<file path="src/logic/cps_pkg.sv">
package cps_pkg;
    // Port count and per-port speed capability
    localparam int NPORT = 3;
    localparam int SEL_W = 2;
    localparam logic [2:0] SPEED_CAP = 3'h3;
    localparam logic [2:0] SPEED_RSV = 3'h6;

    // Connection debounce time and its cycle count
    localparam int CLK_KHZ = 10000;
    localparam int DEBOUNCE_MS = 341;
    localparam int DEBOUNCE_CYC = DEBOUNCE_MS * CLK_KHZ;
    localparam int DEB_W = 22;

    // Invalid-symbol counter ceiling
    localparam logic [7:0] ERR_MAX = 8'hFF;

    // Register byte offsets
    localparam int ADDR_W = 5;
    localparam logic [ADDR_W-1:0] REG_SEL = 5'h00;
    localparam logic [ADDR_W-1:0] REG_CTRL = 5'h04;
    localparam logic [ADDR_W-1:0] REG_STAT = 5'h08;
    localparam logic [ADDR_W-1:0] REG_ERR = 5'h0C;
    localparam logic [ADDR_W-1:0] REG_TRAIN = 5'h10;

    // Control register fields
    localparam int CTRL_LIMIT = 0;
    localparam int CTRL_DIS = 3;
    localparam int CTRL_HARD = 4;

    // Status register fields
    localparam int STAT_CAP = 0;
    localparam int STAT_LPP = 3;
    localparam int STAT_UNREL = 4;
    localparam int STAT_FAST = 5;
    localparam int STAT_LOOP = 6;
    localparam int STAT_STBY = 7;
    localparam int STAT_CONN = 8;
    localparam int STAT_RXV = 9;

    // AXI responses
    localparam logic [1:0] RESP_OKAY = 2'h0;
    localparam logic [1:0] RESP_SLVERR = 2'h2;

    // Events and levels from one port state machine
    typedef struct packed {
        logic cable_detect;
        logic signal_ok;
        logic fast_link;
        logic conn_new;
        logic neg_fail;
        logic sync_fail;
        logic bad_symbol;
        logic loop_hold;
        logic standby;
    } cps_port_in_type;

    // Status and control handed back to one port
    typedef struct packed {
        logic connected;
        logic rx_signal_valid;
        logic fast_mode;
        logic legacy_active;
        logic tone_en;
        logic may_activate;
        logic [2:0] train_speed;
    } cps_port_out_type;

    // Stored fields of one port
    typedef struct packed {
        logic [2:0] limit;
        logic dis;
        logic hard;
        logic unrel;
        logic loop;
        logic stby;
        logic [7:0] errs;
        logic [DEB_W-1:0] deb;
        logic conn;
        logic rxv;
        logic fast;
        logic [2:0] train;
    } cps_pst_type;
endpackage

</file>
<file path="src/logic/cps_port_regs.sv">
// The AXI4-Lite slave port and the register addresses were left to the implementer.
`timescale 1ns/1ps
`default_nettype none

// Operation
// - Speed codes 000..101 ascending, 110/111 reserved
// - Over-capability speed write stores port maximum
// - Speed limit sampled only at new connection
// - Power reset loads maximum capable speed
// - Local plug flag always reads one
// - Capability field reports maximum capable speed
// - Negotiation or sync failure sets unreliable
// - Write one clears unreliable, zero ignored
// - Fast-mode flag set only in fast mode
// - Connected, receiving, not fast means legacy active
// - Invalid symbol counter increments, saturates 255
// - Reading error counter clears it
// - Loop hold sets loop blocked flag
// - Bus reset or disconnect clears loop flag
// - Standby flag mirrors standby power state
// - Hard disable acts only when disabled
// - Hard disabled forces connected, receive flags low
// - Hard disabled port stops sending tones
// - Disable blocks activation, cleared by hard reset
// - Connected set after 341 ms stable
module cps_port_regs #(
    parameter int DEBOUNCE_CYC = cps_pkg::DEBOUNCE_CYC
) (
    input wire logic aclk,
    input wire logic aresetn,
    input wire logic [cps_pkg::ADDR_W-1:0] s_axi_awaddr,
    input wire logic s_axi_awvalid,
    output logic s_axi_awready,
    input wire logic [31:0] s_axi_wdata,
    input wire logic [3:0] s_axi_wstrb,
    input wire logic s_axi_wvalid,
    output logic s_axi_wready,
    output logic [1:0] s_axi_bresp,
    output logic s_axi_bvalid,
    input wire logic s_axi_bready,
    input wire logic [cps_pkg::ADDR_W-1:0] s_axi_araddr,
    input wire logic s_axi_arvalid,
    output logic s_axi_arready,
    output logic [31:0] s_axi_rdata,
    output logic [1:0] s_axi_rresp,
    output logic s_axi_rvalid,
    input wire logic s_axi_rready,
    input wire logic bus_reset,
    input wire cps_pkg::cps_port_in_type [cps_pkg::NPORT-1:0] port_in,
    output cps_pkg::cps_port_out_type [cps_pkg::NPORT-1:0] port_out
);

    // Debounce terminal value at counter width
    localparam logic [cps_pkg::DEB_W-1:0] DEB_LAST =
        cps_pkg::DEB_W'(DEBOUNCE_CYC - 1);

    // Whole module state in one record
    typedef struct packed {
        cps_pkg::cps_pst_type [cps_pkg::NPORT-1:0] p;
        cps_pkg::cps_port_out_type [cps_pkg::NPORT-1:0] po;
        logic [cps_pkg::SEL_W-1:0] sel;
        logic aw_ok;
        logic w_ok;
        logic [cps_pkg::ADDR_W-1:0] awaddr;
        logic [31:0] wdata;
        logic [3:0] wstrb;
        logic awrdy;
        logic wrdy;
        logic bvalid;
        logic [1:0] bresp;
        logic arrdy;
        logic rvalid;
        logic [31:0] rdata;
        logic [1:0] rresp;
    } cps_state_type;

    cps_state_type s_r; // Registered state
    cps_state_type s_nxt; // Next state

    // Registered outputs straight from the state record
    assign s_axi_awready = s_r.awrdy;
    assign s_axi_wready = s_r.wrdy;
    assign s_axi_bvalid = s_r.bvalid;
    assign s_axi_bresp = s_r.bresp;
    assign s_axi_arready = s_r.arrdy;
    assign s_axi_rvalid = s_r.rvalid;
    assign s_axi_rdata = s_r.rdata;
    assign s_axi_rresp = s_r.rresp;
    assign port_out = s_r.po;

    // Next-state logic: bus first, port hardware after, so set wins
    always_comb begin
        logic [cps_pkg::SEL_W-1:0] sl;
        logic [2:0] wspd;
        logic off;
        logic disc;
        logic rd_err;
        sl = s_r.sel;
        wspd = '0;
        off = 1'b0;
        disc = 1'b0;
        rd_err = 1'b0;
        s_nxt = s_r;

        // Capture write address and data in either order
        if (s_axi_awvalid && s_r.awrdy) begin
            s_nxt.aw_ok = 1'b1;
            s_nxt.awaddr = s_axi_awaddr;
        end
        if (s_axi_wvalid && s_r.wrdy) begin
            s_nxt.w_ok = 1'b1;
            s_nxt.wdata = s_axi_wdata;
            s_nxt.wstrb = s_axi_wstrb;
        end

        // Response handshake retires the write
        if (s_r.bvalid && s_axi_bready) begin
            s_nxt.bvalid = 1'b0;
        end

        // Perform the write once both halves are held
        if (s_r.aw_ok && s_r.w_ok && !s_r.bvalid) begin
            s_nxt.aw_ok = 1'b0;
            s_nxt.w_ok = 1'b0;
            s_nxt.bvalid = 1'b1;
            s_nxt.bresp = cps_pkg::RESP_OKAY;
            wspd = s_r.wdata[cps_pkg::CTRL_LIMIT +: 3];
            unique case (s_r.awaddr)
                cps_pkg::REG_SEL: begin
                    // Out-of-range port numbers are ignored
                    if (s_r.wstrb[0] && (32'(s_r.wdata[cps_pkg::SEL_W-1:0]) < cps_pkg::NPORT)) begin
                        s_nxt.sel = s_r.wdata[cps_pkg::SEL_W-1:0];
                    end
                end
                cps_pkg::REG_CTRL: begin
                    if (s_r.wstrb[0]) begin
                        // Reserved and too-fast codes clamp to capability
                        if (wspd > cps_pkg::SPEED_CAP) begin
                            s_nxt.p[sl].limit = cps_pkg::SPEED_CAP;
                        end else begin
                            s_nxt.p[sl].limit = wspd;
                        end
                        s_nxt.p[sl].dis = s_r.wdata[cps_pkg::CTRL_DIS];
                        s_nxt.p[sl].hard = s_r.wdata[cps_pkg::CTRL_HARD];
                    end
                end
                cps_pkg::REG_STAT: begin
                    // Write one clears, zero leaves the flag alone
                    if (s_r.wstrb[0] && s_r.wdata[cps_pkg::STAT_UNREL]) begin
                        s_nxt.p[sl].unrel = 1'b0;
                    end
                end
                cps_pkg::REG_ERR: begin
                    // Counter is cleared by reading only
                end
                cps_pkg::REG_TRAIN: begin
                    // Read-only
                end
                default: begin
                    s_nxt.bresp = cps_pkg::RESP_SLVERR;
                end
            endcase
        end

        // Read returns the next cycle
        if (s_r.rvalid && s_axi_rready) begin
            s_nxt.rvalid = 1'b0;
        end
        if (s_axi_arvalid && s_r.arrdy) begin
            s_nxt.rvalid = 1'b1;
            s_nxt.rdata = '0;
            unique case (s_axi_araddr)
                cps_pkg::REG_SEL: begin
                    s_nxt.rdata[cps_pkg::SEL_W-1:0] = s_r.sel;
                end
                cps_pkg::REG_CTRL: begin
                    s_nxt.rdata[cps_pkg::CTRL_LIMIT +: 3] = s_r.p[sl].limit;
                    s_nxt.rdata[cps_pkg::CTRL_DIS] = s_r.p[sl].dis;
                    s_nxt.rdata[cps_pkg::CTRL_HARD] = s_r.p[sl].hard;
                end
                cps_pkg::REG_STAT: begin
                    s_nxt.rdata[cps_pkg::STAT_CAP +: 3] = cps_pkg::SPEED_CAP;
                    s_nxt.rdata[cps_pkg::STAT_LPP] = 1'b1;
                    s_nxt.rdata[cps_pkg::STAT_UNREL] = s_r.p[sl].unrel;
                    s_nxt.rdata[cps_pkg::STAT_FAST] = s_r.p[sl].fast;
                    s_nxt.rdata[cps_pkg::STAT_LOOP] = s_r.p[sl].loop;
                    s_nxt.rdata[cps_pkg::STAT_STBY] = s_r.p[sl].stby;
                    s_nxt.rdata[cps_pkg::STAT_CONN] = s_r.p[sl].conn;
                    s_nxt.rdata[cps_pkg::STAT_RXV] = s_r.p[sl].rxv;
                end
                cps_pkg::REG_ERR: begin
                    s_nxt.rdata[7:0] = s_r.p[sl].errs;
                    s_nxt.p[sl].errs = '0;
                end
                cps_pkg::REG_TRAIN: begin
                    s_nxt.rdata[2:0] = s_r.p[sl].train;
                end
                default: begin
                    rd_err = 1'b1;
                end
            endcase
            s_nxt.rresp = rd_err ? cps_pkg::RESP_SLVERR : cps_pkg::RESP_OKAY;
        end

        // Per-port hardware updates
        for (int i = 0; i < cps_pkg::NPORT; i++) begin
            // Hard disable only bites while the port is disabled
            off = s_r.p[i].dis && s_r.p[i].hard;
            disc = !port_in[i].cable_detect;

            // Debounce: cable must stay present for the full time
            if (disc || off) begin
                s_nxt.p[i].deb = '0;
                s_nxt.p[i].conn = 1'b0;
            end else if (!s_r.p[i].conn) begin
                if (s_r.p[i].deb == DEB_LAST) begin
                    s_nxt.p[i].conn = 1'b1;
                end else begin
                    s_nxt.p[i].deb = s_r.p[i].deb + 1'b1;
                end
            end

            // Receive flag is forced low when hard disabled
            s_nxt.p[i].rxv = port_in[i].signal_ok && !off;

            // Fast mode only on a live connection
            s_nxt.p[i].fast = port_in[i].fast_link && s_nxt.p[i].conn;

            // Limit is latched only when a connection is formed
            if (port_in[i].conn_new && !off) begin
                s_nxt.p[i].train = s_r.p[i].limit;
            end

            // Failures set the flag after any software clear
            if (port_in[i].neg_fail || port_in[i].sync_fail) begin
                s_nxt.p[i].unrel = 1'b1;
            end

            // Saturating count, applied after a read clear
            if (port_in[i].bad_symbol && s_nxt.p[i].errs != cps_pkg::ERR_MAX) begin
                s_nxt.p[i].errs = s_nxt.p[i].errs + 1'b1;
            end

            // A new tree build restarts loop detection, so clear wins
            if (bus_reset || disc) begin
                s_nxt.p[i].loop = 1'b0;
            end else if (port_in[i].loop_hold) begin
                s_nxt.p[i].loop = 1'b1;
            end

            // Standby mirror
            s_nxt.p[i].stby = port_in[i].standby;

            // Status handed back to the port state machine
            s_nxt.po[i].connected = s_nxt.p[i].conn;
            s_nxt.po[i].rx_signal_valid = s_nxt.p[i].rxv;
            s_nxt.po[i].fast_mode = s_nxt.p[i].fast;
            s_nxt.po[i].legacy_active = s_nxt.p[i].conn && s_nxt.p[i].rxv && !s_nxt.p[i].fast;
            s_nxt.po[i].tone_en = !(s_nxt.p[i].dis && s_nxt.p[i].hard);
            s_nxt.po[i].may_activate = s_nxt.p[i].conn && !s_nxt.p[i].dis && !s_nxt.p[i].loop;
            s_nxt.po[i].train_speed = s_nxt.p[i].train;
        end

        // Ready flags: one write and one read in flight at a time
        s_nxt.awrdy = !s_nxt.aw_ok && !s_nxt.bvalid;
        s_nxt.wrdy = !s_nxt.w_ok && !s_nxt.bvalid;
        s_nxt.arrdy = !s_nxt.rvalid;
    end

    // State register with synchronous reset
    always_ff @(posedge aclk) begin
        if (!aresetn) begin
            s_r <= '0;
            // Ready once the bus is idle
            s_r.awrdy <= 1'b1;
            s_r.wrdy <= 1'b1;
            s_r.arrdy <= 1'b1;
            for (int i = 0; i < cps_pkg::NPORT; i++) begin
                // Enabled, maximum speed after power reset
                s_r.p[i].limit <= cps_pkg::SPEED_CAP;
                s_r.p[i].train <= cps_pkg::SPEED_CAP;
                s_r.p[i].dis <= 1'b0;
                s_r.po[i].tone_en <= 1'b1;
                s_r.po[i].train_speed <= cps_pkg::SPEED_CAP;
            end
        end else begin
            s_r <= s_nxt;
        end
    end

endmodule

`default_nettype wire
</file>
<file path="config.mk">
export PLATFORM = sky130hd
export DESIGN_NAME = cps_port_regs
export DESIGN_NICKNAME = d
export VERILOG_FILES = /design/src/logic/cps_pkg.sv /design/src/logic/cps_port_regs.sv
export SDC_FILE = /design/constraint.sdc
export NUM_CORES = 1
export LEC_CHECK = 0
export BUFFER_PORTS_ARGS = -buffer_cell sky130_fd_sc_hd__buf_2
export CAP_MARGIN = 20
export CORE_MARGIN = 4
export CORE_UTILIZATION = 51
export DETAILED_ROUTE_END_ITERATION = 16
export GPL_TIMING_DRIVEN = 0
export PLACE_DENSITY_LB_ADDON = 0.12
export SYNTH_ARGS = -nofsm -noshare
export SYNTH_HDL_FRONTEND = slang
export SYNTH_SLANG_ARGS = --single-unit
</file>
<file path="constraint.sdc">
create_clock -name aclk -period 2.4 [get_ports aclk]
set_clock_uncertainty 0.2 [all_clocks]
set_input_delay 0.36 -clock aclk [delete_from_list [all_inputs] [get_ports aclk]]
set_output_delay 0.36 -clock aclk [all_outputs]
set_load 0.1 [all_outputs]
</file>
==> results.md <==
* EDFF count, synth at 0
* Vias per cell at around 5.3
* Die W at around 140 µm
* Total power at around 6600 µW
* Tcrit/Tclk final at 0.972
* Residual DRC at 0
* Unique masters post-synth at 60
* Worst setup EP type: flip-flop
* Avg Cell Area, Syn at 8.21 µm²
* Status: completed
* H-tree depth at 4
* Root Driver: clkbuf_16
* Worst slew pin tran at about 0.75 ns
* Final Routed Wirelength at just over 20 mm
* Pwr dens at ~650 nW/µm²
* Max IR drop VDD at between 500 and 600 µV
* Initial core utilization at 0.523
* Total grt overflow at 0
* Leakage at between 0.004 and 0.005 µW
* Finish-stage setup viols at 0
* Reg2reg setup slack at 0.08 ns
* Critical R2R Capture: s_r[148]
* Met2 Track Usage GR at 0.351
* Mapped cell area at 8350 µm²
* Crit Path Max Fanout at 10
* Placed Instances at about 1300
* Most common cell in the synthesized netlist: dfxtp_1
* Num CTS Buffers at 17
* I/O pin count at approximately 150
* Kind of critical path: input pin to flip-flop
* Layout overhead on the synthesized area at 21.1%
* Tightest Hold Check Type: input pin to flip-flop
* Core ar. at between 15000 and 20000 µm²
* Busiest layer in global routing: met2
* Crit start category: input pin
* Worst rel slew slack at 0.502
* Top cells by area, synth: dfxtp_1 41%, nand2_1 6.3%, buf_4 5.7%, nor2_1 5.2%, mux2i_1 3.6%
* Gpl congestion at about 0.9
* Fmax at ~0.43 GHz
* Hpwl dp at between 15 and 20 mm
* Number of synthesis warnings at 0
* Skew-Pair Late Insertion Delay at approximately 0.43 ns
* Std-Cell Rows at between 40 and 50
* # clock sinks at around 170
* Worst Hold Path Cells at 3
* Die height at 136 µm
* Final Hold Vio Count at 0
* Die area at 18500 µm²
* Vias in the first global route at about 6600
* Asr flop ratio synth at 0
* Reg2Reg Depth at 10
* Tot GR Track Use at 0.225
* CTS tree: yes
* #FFs+latches synth at around 170
* Top cell type's share of synthesized area at 0.415
* Finished Layout Cells at 1401
* Routed length per placed instance at between 10 and 15 µm
* Layout cells sized above 1 at 0.192
* Initial drt markers at between 500 and 600
* Met1 usage at 0.316
* Pre-Repair DR Iteration Count at 5
* RSZ-0062 raised after global routing: true
* Antenna Nets Post-Route at 0
* Max-Cap Viols at 0
* GR met3 Demand/Resource at 0.0411
* Hold Path Sink: port_out[7]
* First-pass GRT wire length at between 30 and 40 mm
* Antenna violations before repair at 0
* Fin crit period at approximately 2.3 ns
* Final Max Tran Viols at 0
* Nets@finish at approximately 1300
* Crit path arrival time at between 2 and 2.5 ns
* WP data required at ~2.5 ns
* Number of antenna diodes at 0
* Post-synth top flop: dfxtp_1
* PortBufs at 94
* Largest net degree at the start of global routing at 17
* Area leader, netlist: dfxtp_1
* Startpoint of the worst hold path: port_in[7]
* Post-Syn Instances at 1016
* CTS Buffer Depth at 2
* Post-synthesis sequential area ratio at 0.415
* Via Count at around 7400
* Clock slew at reported path FFs at approximately 0.06 ns
* Commonest cells in the netlist: 173 x dfxtp_1, 139 x nand2_1, 116 x nor2_1
* Worst R2R Start: s_r[85]
==> report_power, final <==
group / switching (µW) / internal (µW)
combinational: 522 / 190
sequential: 51.0 / 2930
clock: 1150 / 1770
total: 1720 / 4890
==> worst max-delay path: stages <==
cell	delay, ns
buf_2	0.12
or3_1	0.43
nor3_4	0.18
buf_4	0.22
nand2_2	0.10
and2_1	0.18
ha_2	0.20
and3_1	0.21
nand3_2	0.12
nor2_1	0.04
o21ai_0	0.16
a21oi_1	0.08
==> stage by stage <==
stage	worst slack, ns	TNS [ns]	hold WS [ns]	util	cell area (µm²)
after floorplan	-0.0355	-0.105	0.232	-	8450
after global placement	-0.369	-4.82	0.248	0.577	9190
after detailed placement	-0.381	-5.24	0.254	0.577	9190
after CTS	0.0424	0	0.00264	0.631	10100
after global routing	-0.0569	-0.127	0.0208	0.634	10100
final	0.0668	0	0.0180	0.634	10100
==> sequential cells by signal (all words and copies together), names as in the netlist <==
name and cells:
s_r 129, s_axi_bvalid 1, port_out 27, s_axi_awready 1
s_axi_rresp 1, s_axi_wready 1, s_axi_rvalid 1, s_axi_bresp 1
s_axi_arready 1, s_axi_rdata 10
==> layout by cell type, fill, tap and decap left out, drive strengths merged, types with 6 or more instances in the layout <==
master	instances
nor3	20
o21ai	47
nand2	139
buf	164
o211ai	11
xnor2	23
conb	24
or4	7
ha	6
nor2	116
mux2i	30
nor4b	6
nor2b	8
and2	14
clkbuf	50
or3	11
nor4	15
dlygate4sd3	21
nand3	59
a21oi	48
and4	8
a22oi	9
dfxtp	173
nand4	19
nand2b	9
xor2	27
and3	16
a211oi	6
a31oi	8
inv	27
==> per-layer routing <==
metal,vias to the layer above,wire (µm)
met4,0,278
li1,3782,-
met2,172,9540
met1,3418,9700
met3,21,1040
met5,-,0
==> worst max-delay path by stage <==
stage	start	to	slack [ns]	depth (start not counted)
4_1_cts	s_r[85]	s_r[230]	0.04	10
3_5_place_dp	s_axi_araddr[4]	s_r[185]	-0.38	12
3_3_place_gp	s_axi_araddr[4]	s_r[185]	-0.37	12
2_1_floorplan	s_axi_araddr[4]	s_r[185]	-0.04	11
6_report	s_axi_araddr[4]	s_r[185]	0.07	12
5_1_grt	s_r[85]	s_r[230]	-0.06	10
==> repair_timing <==
action,CTS,global route
hold buffers,21,0
gates resized for setup,13,11
endpoints found under the hold margin,22,0
setup endpoints to repair,22,11
gates cloned,0,0
pin swaps,1,1
buffers inserted,0,1
==> cell families after synthesis <==
group           Yosys count  share of synthesized area
simple gates            463                      0.276
flops                   173                      0.415
compound gates          162                      0.119
buf+inv                 126                     0.0856
xor+xnor                 50                     0.0525
mux                      35                     0.0427
fa+ha+maj                 6                    0.00900
other cells               1                   0.000449
==> cell type report <==
cell class	instances	area, µm²
multi-input cells	740	4320
clock buffers	18	439
flip-flops and latches	173	3470
plain buffers	101	639
repair buffers	116	688
well taps	216	270
inverters	24	90.1
fillers	1434	5840
clock inverters	13	188
(Power assumes the default switching activity.)
